## config.mk

```make
export PLATFORM = sky130hd
export DESIGN_NAME = epc_top
export DESIGN_NICKNAME = d
export VERILOG_FILES = /design/src/common/epc_pkg.sv /design/src/logic/epc_top.sv /design/src/logic/epc_flag_cell.sv
export SDC_FILE = /design/constraint.sdc
export NUM_CORES = 1
export LEC_CHECK = 0
export ABC_AREA = 1
export BUFFER_PORTS_ARGS = -buffer_cell sky130_fd_sc_hd__clkbuf_2
export CELL_PAD_IN_SITES_DETAIL_PLACEMENT = 1
export CELL_PAD_IN_SITES_GLOBAL_PLACEMENT = 2
export CORE_UTILIZATION = 23
export CTS_CLUSTER_DIAMETER = 30
export DETAILED_ROUTE_END_ITERATION = 7
export GPL_TIMING_DRIVEN = 0
export PLACE_DENSITY_LB_ADDON = 0.1
export RECOVER_POWER = 50
export SYNTH_ARGS = -nofsm -noshare
export SYNTH_HDL_FRONTEND = slang
export SYNTH_SLANG_ARGS = --single-unit
```

## constraint.sdc

```tcl
create_clock -name i_sys_clk -period 1.1 [get_ports i_sys_clk]
set_clock_uncertainty 0.2 [all_clocks]
set_input_delay 0.055 -clock i_sys_clk [delete_from_list [all_inputs] [get_ports i_sys_clk]]
set_output_delay 0.055 -clock i_sys_clk [all_outputs]
set_load 0.01 [all_outputs]
```

## src/common/epc_pkg.sv

```systemverilog
// Constants for the event pin configuration block
//
// Behaviour
// - Pin function disable bit 7 at 1 keeps the event pin released.
// - Event pin is open drain: only pulls low, never drives high.
// - Ready select bit 4 at 0: busy-to-ready transition pulls pin low.
// - Double error select bit 1 at 0: 2-bit ECC detection pulls pin low.
// - Single error select bit 0 at 0: 1-bit ECC correction pulls pin low.
// - A deselected source also cannot update its status flag.
// - Writing a select bit to deselect leaves recorded flags untouched.
// - Volatile flag register records selected events since last clear.
// - Flags active low: bit 4 ready, bit 1 double, bit 0 single; reset 1.
package epc_pkg;

	// APB register offsets (byte addresses)
	localparam logic [7:0] EPC_CONFIG_OFF   = 8'h00;
	localparam logic [7:0] EPC_FLAGS_OFF    = 8'h04;
	localparam logic [7:0] EPC_MASK_OFF     = 8'h08;
	localparam logic [7:0] EPC_STATE_OFF    = 8'h0c;

	// Configuration and flag field positions
	localparam int         EPC_FN_DIS_BIT   = 7;
	localparam int         EPC_READY_BIT    = 4;
	localparam int         EPC_DOUBLE_BIT   = 1;
	localparam int         EPC_SINGLE_BIT   = 0;
	localparam int         EPC_NUM_SRC      = 3;

	// Source index to bit position
	localparam int         EPC_SRC_POS [EPC_NUM_SRC] = '{EPC_SINGLE_BIT,
	                                                     EPC_DOUBLE_BIT,
	                                                     EPC_READY_BIT};

	// Reset values
	localparam logic [7:0] EPC_CONFIG_RST   = 8'hff;
	localparam logic [7:0] EPC_FLAGS_RST    = 8'hff;
	localparam logic [7:0] EPC_MASK_RST     = 8'h00;

	// Block state register fields
	localparam int         EPC_ST_DRIVE_BIT = 0;
	localparam int         EPC_ST_PIN_BIT   = 1;
	localparam int         EPC_ST_BUSY_BIT  = 2;
	localparam int         EPC_ST_FN_EN_BIT = 3;
	localparam int         EPC_ST_IRQ_BIT   = 4;

endpackage : epc_pkg

```

## src/logic/epc_top.sv

```systemverilog
// Event pin configuration logic with APB register access
`timescale 1ns/1ps
module epc_top
	import epc_pkg::*;
(
	input  wire logic        i_sys_clk,      // System clock, 40 MHz
	input  wire logic        i_rst_n,        // Async reset, active low
	input  wire logic        i_clk_en,       // Clock enable, freezes state
	// APB slave
	input  wire logic        i_psel,         // APB select
	input  wire logic        i_penable,      // APB enable
	input  wire logic        i_pwrite,       // APB direction
	input  wire logic [7:0]  i_paddr,        // APB byte address
	input  wire logic [31:0] i_pwdata,       // APB write data
	input  wire logic [3:0]  i_pstrb,        // APB byte strobes
	output logic             o_pready,       // APB ready
	output logic [31:0]      o_prdata,       // APB read data
	output logic             o_pslverr,      // APB error
	// Internal device events
	input  wire logic        i_busy,         // Device busy level
	input  wire logic        i_double_error, // 2-bit ECC detection pulse
	input  wire logic        i_single_error, // 1-bit ECC correction pulse
	// Open-drain event pin
	input  wire logic        i_event_pin_i,  // Pin level sensed
	output logic             o_event_pin_o,  // Pin output value
	output logic             o_event_pin_oe, // Pin pull-low enable
	// Interrupt
	output logic             o_irq           // Level interrupt
);

	typedef struct packed {
		logic [7:0]  cfg;
		logic [7:0]  mask;
		logic        busy_prev;
		logic        drive;
		logic [1:0]  pin_sync;
		logic [31:0] rdata;
		logic        irq;
	} epc_state_t;

	epc_state_t st_reg;
	epc_state_t st_next;

	logic [EPC_NUM_SRC-1:0] src_event;
	logic [EPC_NUM_SRC-1:0] src_select;
	logic [EPC_NUM_SRC-1:0] src_clear;
	logic [EPC_NUM_SRC-1:0] src_flag_n;
	logic [EPC_NUM_SRC-1:0] src_pending;
	logic [EPC_NUM_SRC-1:0] src_irq_req;
	logic [7:0]             flags;
	logic [7:0]             state_word;
	logic                   setup_phase;
	logic                   access_phase;
	logic                   wr_take;
	logic                   rd_setup;
	logic                   hit_config;
	logic                   hit_flags;
	logic                   hit_mask;
	logic                   hit_state;
	logic                   addr_hit;
	logic                   lane0_wr;
	logic                   fn_enabled;
	logic                   ready_event;
	logic                   any_selected_set;
	logic                   any_unmasked;

	// APB phase decode
	assign setup_phase  = i_psel && !i_penable;
	assign access_phase = i_psel && i_penable;
	assign wr_take      = access_phase && i_pwrite && i_clk_en;
	assign rd_setup     = setup_phase && !i_pwrite;
	assign lane0_wr     = wr_take && i_pstrb[0];

	// Address decode
	assign hit_config = (i_paddr == EPC_CONFIG_OFF);
	assign hit_flags  = (i_paddr == EPC_FLAGS_OFF);
	assign hit_mask   = (i_paddr == EPC_MASK_OFF);
	assign hit_state  = (i_paddr == EPC_STATE_OFF);
	assign addr_hit   = hit_config || hit_flags || hit_mask || hit_state;

	// function enabled when bit is 0
	assign fn_enabled = !st_reg.cfg[EPC_FN_DIS_BIT];

	assign ready_event = st_reg.busy_prev && !i_busy;

	// Event routing per source
	assign src_event[0] = i_single_error;
	assign src_event[1] = i_double_error;
	assign src_event[2] = ready_event;

	// Per-source flag cells
	genvar g;
	generate
		for (g = 0; g < EPC_NUM_SRC; g = g + 1) begin : g_src
			assign src_select[g] = fn_enabled && !st_reg.cfg[EPC_SRC_POS[g]];
			assign src_clear[g] = lane0_wr && hit_flags
				&& i_pwdata[EPC_SRC_POS[g]];

			epc_flag_cell u_flag (
				.i_sys_clk (i_sys_clk),
				.i_rst_n   (i_rst_n),
				.i_clk_en  (i_clk_en),
				.i_event   (src_event[g]),
				.i_select  (src_select[g]),
				.i_clear   (src_clear[g]),
				.o_flag_n  (src_flag_n[g])
			);

			assign src_pending[g] = !src_flag_n[g] && !st_reg.cfg[EPC_SRC_POS[g]];
			// Unmasked flag feeds interrupt
			assign src_irq_req[g] = !src_flag_n[g] && st_reg.mask[EPC_SRC_POS[g]];
		end
	endgenerate

	// flag word, reserved bits read 1
	always_comb begin
		flags = EPC_FLAGS_RST;
		for (int k = 0; k < EPC_NUM_SRC; k++) begin
			flags[EPC_SRC_POS[k]] = src_flag_n[k];
		end
	end

	// Selected flag pending and unmasked flag pending
	assign any_selected_set = |src_pending;
	assign any_unmasked     = |src_irq_req;

	// Block state word
	always_comb begin
		state_word                   = 8'h00;
		state_word[EPC_ST_DRIVE_BIT] = st_reg.drive;
		state_word[EPC_ST_PIN_BIT]   = st_reg.pin_sync[1];
		state_word[EPC_ST_BUSY_BIT]  = st_reg.busy_prev;
		state_word[EPC_ST_FN_EN_BIT] = fn_enabled;
		state_word[EPC_ST_IRQ_BIT]   = st_reg.irq;
	end

	// Next state
	always_comb begin
		st_next = st_reg;

		st_next.busy_prev = i_busy;
		st_next.pin_sync  = {st_reg.pin_sync[0], i_event_pin_i};

		// hold low while selected flag set
		st_next.drive = fn_enabled && any_selected_set;

		st_next.irq = any_unmasked;

		// Configuration write, flags untouched
		if (lane0_wr && hit_config) begin
			st_next.cfg = i_pwdata[7:0];
		end

		if (lane0_wr && hit_mask) begin
			st_next.mask = i_pwdata[7:0];
		end

		// Read data captured in setup phase
		if (rd_setup) begin
			case (1'b1)
				hit_config: st_next.rdata = {24'h000000, st_reg.cfg};
				hit_flags:  st_next.rdata = {24'h000000, flags};
				hit_mask:   st_next.rdata = {24'h000000, st_reg.mask};
				hit_state:  st_next.rdata = {24'h000000, state_word};
				default:    st_next.rdata = 32'h00000000;
			endcase
		end
	end

	// State register
	always_ff @(posedge i_sys_clk or negedge i_rst_n) begin
		if (!i_rst_n) begin
			st_reg.cfg       <= EPC_CONFIG_RST;
			st_reg.mask      <= EPC_MASK_RST;
			st_reg.busy_prev <= 1'b0;
			st_reg.drive     <= 1'b0;
			st_reg.pin_sync  <= 2'b11;
			st_reg.rdata     <= 32'h00000000;
			st_reg.irq       <= 1'b0;
		end else if (i_clk_en) begin
			st_reg <= st_next;
		end
	end

	// APB answer, stalls while clock enable is low
	// Read data is captured in setup: keep clock enable high there
	assign o_pready  = i_clk_en;
	assign o_prdata  = st_reg.rdata;
	assign o_pslverr = access_phase && !addr_hit;

	assign o_event_pin_o  = 1'b0;
	assign o_event_pin_oe = st_reg.drive;

	assign o_irq = st_reg.irq;

endmodule : epc_top

```

## src/logic/epc_flag_cell.sv

```systemverilog
// One active-low sticky event flag
`timescale 1ns/1ps
module epc_flag_cell
	import epc_pkg::*;
(
	input  wire logic i_sys_clk,  // System clock
	input  wire logic i_rst_n,    // Async reset, active low
	input  wire logic i_clk_en,   // Clock enable
	input  wire logic i_event,    // Event pulse
	input  wire logic i_select,   // Source selected (config bit at 0)
	input  wire logic i_clear,    // Write-one restore to 1
	output logic      o_flag_n    // Flag, 0 when event recorded
);

	typedef struct packed {
		logic flag_n;
	} epc_cell_t;

	epc_cell_t cell_reg;
	epc_cell_t cell_next;

	always_comb begin
		cell_next = cell_reg;
		if (i_event && i_select) begin
			cell_next.flag_n = 1'b0;
		end else if (i_clear) begin
			cell_next.flag_n = 1'b1;
		end
	end

	always_ff @(posedge i_sys_clk or negedge i_rst_n) begin
		if (!i_rst_n) begin
			cell_reg.flag_n <= 1'b1;
		end else if (i_clk_en) begin
			cell_reg <= cell_next;
		end
	end

	assign o_flag_n = cell_reg.flag_n;

endmodule : epc_flag_cell

```

==> summary by stage <==
Global route
The initial antenna violation count was 0. The busiest layer in global routing is met2. The number of global-route vias before repair came to 1726. The first global-routing pass estimated 8493 um of wire.

The final global-route overflow total is 0. The met3 track demand over resource is 0.02576. Entering global routing, the biggest net connects 33 pins.

For this run, global-route usage on met1 was measured as 0.1663. The global routing usage on met2 is 0.2020. The total routing usage reported by global routing is 0.1243.

Routing
The count of nets left with antenna violations once routing finished came out at 0. In the routed layout, each cell is associated on average with a via count of 3.939. The detailed-routing iteration count for the pre-antenna-repair pass is 4.

After detailed routing, the number of remaining DRC violations is 0. The routed length per instance is 11.59 um. The total number of vias is 1757. After detailed routing, the total wire length is 5169 um. The DRC marker count from the first detailed-route iteration is 23.

Worst setup path
In this design, the largest share of critical-path delay is due to flip-flops. The type of destination of the critical path is a flop. Data on the critical path arrives at its endpoint at 1.14 ns.

The path type of the worst setup path is reg -> reg. Walking the worst path, the cells encountered are o22ai_1, a21oi_1, o21ai_1. The worst endpoint required time is 1.07 ns. Among all stages on the critical path, the largest delay is contributed by dfstp_2. Together, buffers and inverters on the worst path number 0. STA classifies the critical path startpoint as a flop. The peak per-stage delay on the critical path is 0.58 ns.

The largest fanout on the critical path is 4.

Clock tree
The CTS tree is done. For the worst-skew pair, the clock arrives at the later sink with an insertion delay of 0.28 ns. The maximum level of the CTS H-tree is 2. After clock tree synthesis, the clock-pin slew on the worst setup and hold paths is 0.07 ns. CTS saw 32 sinks. The count of hold buffers inserted by post-cts repair is 13.

Buffers inserted during clock tree synthesis total 5. Counting along the longest clock path gives a buffer depth of 2. The cell chosen for the clock root is clkbuf_8.

Die
In this run the core area contains 33 standard-cell rows. For this configuration, the core starts out at a cell density of 0.2394. The overall die height is 94.95 um. For this design the top-level I/O count stands at 91. The die footprint is 0.009015 mm^2. The die is 94.95 um wide. The total area inside the core boundary comes to 0.008299 mm^2.

Timing
Final hold analysis gives a worst-case slack of -0.3393 ns. The number of hold violations in the final report is 27. The final-report setup violation count is 8. The final max-slew violation count is 0. After layout, the worst setup slack is -0.07488 ns. In the finished design, the share of the clock period the worst path needs comes to 1.068. The smallest clock period supported by the final layout is computed as 1.175 ns. The maximum clock frequency is 851.1 MHz. At the pin with the least slew margin, the transition time is 0.8286 ns. Setup repair after global routing could not meet its margin everywhere. Measured against its own limit, the worst slew margin works out to 0.4476.

Finish
The sequential cell area is 817.0 um^2. The final net count is 394. The register with the most flip-flops in the layout has 18 of them. The number of fill cells is 1018.

The number of antenna diodes in the final layout is 0. The area growth from synthesis to layout is 48.24%. The fraction of layout instances using a drive strength above 1 is 0.5249. In the final layout, the multi-input gates occupy 999.7 um^2.

Placement
In this run the tool buffered the top-level ports with 37 buffer cells. The routability congestion estimate from global placement is 0.7048. Detailed placement ended at an HPWL of 3930 um.

Synth
For this run, the number of Yosys warnings is 0. The share of the Yosys chip area taken by registers is 0.4112. The number of instances in the synthesized netlist is 245. The netlist uses 24 different library cells. The average cell area after synthesis is 8.110 um^2.

After synthesis the cells add up to 0.001987 mm^2. After synthesis the netlist holds a flip-flop and latch count of 32.

Pwr
The total power after layout is 2883 uW. IR analysis of the VDD net gives a maximum drop of 0.4038 mV. The ratio of total power to cell area is 978.8 mW/mm^2. For this design the static power due to leakage is 0.001513 uW.

Flow run
The number of violations of the max-capacitance limit is 0.

Min path
The path category of the worst min-delay check is in -> async.

Outcome
The checks that failed: hold timing, setup timing. The flow ran to the end, but the final reports show violations.
## area by class of cell
type / count / area share
inverter: 28 / 0.03908
timing repair buffer: 72 / 0.1737
tap: 105 / 0.04461
sequential: 32 / 0.2774
clock inverter: 1 / 0.01020
buffer: 30 / 0.08284
clock buffer: 7 / 0.03271
multi-input combinational: 171 / 0.3394
## power breakdown
part	total, uW	internal [uW]	switching, uW
Clock	1250	799	448
Sequential	1220	1210	14.6
Combinational	413	193	220
Total	2880	2200	683
## path summary, 6_finish.rpt
check / startpoint / to / slack (ns) / cells past startpoint
hold / removal: i_rst_n / st_reg[43]$_DFFE_PN0P_ / -0.34 / 1
max in group asynchronous: i_rst_n / o_irq$_DFFE_PN0P_ / 0.51 / 1
setup reg to reg: st_reg[49]$_DFFE_PN1P_ / o_event_pin_oe$_DFFE_PN0P_ / -0.07 / 3
min in group i_sys_clk: i_clk_en / st_next[34]$_DFFE_PN1P_ / -0.17 / 2
hold reg to reg: st_next[34]$_DFFE_PN1P_ / st_reg[34]$_DFFE_PN1P_ / 0.27 / 2
setup / recovery: st_reg[49]$_DFFE_PN1P_ / o_event_pin_oe$_DFFE_PN0P_ / -0.07 / 3
## per-stage QoR
step | setup slack [ns] | area, um^2 | setup TNS, ns | utilization | instances
finish | -0.07488 | 2945 | -0.3713 | 0.3549 | 446
global route | -0.1427 | 2945 | -0.9838 | 0.3549 | 446
CTS | -0.08599 | 2781 | -0.5497 | 0.3351 | 437
detailed placement | -0.3421 | 2407 | -8.260 | 0.2901 | 411
global placement | -0.3278 | 2407 | -8.085 | 0.2901 | 411
floorplan | -0.02943 | 2091 | -0.1079 | - | 269
## Yosys cell counts
master,count,area share
nand2_1,66,0.12
buf_4,35,0.13
inv_1,25,0.047
dfrtp_1,19,0.24
nand3_1,19,0.048
o21ai_2,16,0.071
dfstp_2,13,0.17
a21oi_1,12,0.030
nor2_1,10,0.019
o21ai_0,5,0.013
nor2_4,4,0.023
buf_6,3,0.017
nand2_2,3,0.0094
inv_2,2,0.0038
nand2_4,2,0.011
nand3_2,2,0.010
nor3_1,2,0.0050
a31oi_1,1,0.0032
clkinv_1,1,0.0019
conb_1,1,0.0019
nor3_4,1,0.0082
nor3b_1,1,0.0038
nor4_1,1,0.0032
o22ai_1,1,0.0032
## kinds of logic (layout without fill, tap and decap cells)
family / Yosys count / after routing / synth area share
other cells: 1 / 25 / 0.001887
buf+inv: 66 / 138 / 0.2021
simple gates: 111 / 111 / 0.2651
compound gates: 35 / 35 / 0.1196
flops: 32 / 32 / 0.4112
## placed cells by master (no fill, tap or decap)
cell type | netlist | final
clkbuf_2 | 0 | 32
nor4_2 | 0 | 1
nand3_1 | 19 | 13
buf_6 | 3 | 5
inv_2 | 2 | 10
o22ai_1 | 1 | 1
nor2_4 | 4 | 9
conb_1 | 1 | 25
dfstp_2 | 13 | 13
buf_4 | 35 | 46
nor2_2 | 0 | 1
nor2_1 | 10 | 4
a21oi_1 | 12 | 8
inv_1 | 25 | 15
buf_8 | 0 | 2
dfrtp_1 | 19 | 19
inv_4 | 0 | 2
clkbuf_1 | 0 | 1
buf_2 | 0 | 2
clkbuf_8 | 0 | 7
o21ai_2 | 16 | 16
nand2_4 | 2 | 5
clkinv_4 | 0 | 1
nor3_1 | 2 | 1
a21oi_2 | 0 | 4
o21ai_0 | 5 | 2
nor3b_2 | 0 | 1
a31oi_1 | 1 | 1
nand3_2 | 2 | 8
bufinv_16 | 0 | 1
o21ai_1 | 0 | 3
dlygate4sd3_1 | 0 | 13
nor3_4 | 1 | 1
buf_12 | 0 | 1
nand2_1 | 66 | 56
nand2_2 | 3 | 10
nor3_2 | 0 | 1
## layer usage
layer	vias up	share of wire
met5	-	0
met4	0	0.0052
met3	3	0.039
met2	45	0.48
met1	806	0.48
li1	903	-
## what timing repair did
item | 4_1_cts | 5_1_grt
buffers inserted | 13 | 9
endpoints found under the hold margin | 44 | 26
pin swaps | 12 | 26
setup endpoints to repair | 31 | 33
resized for setup | 23 | 37
(Power assumes the default switching activity.)
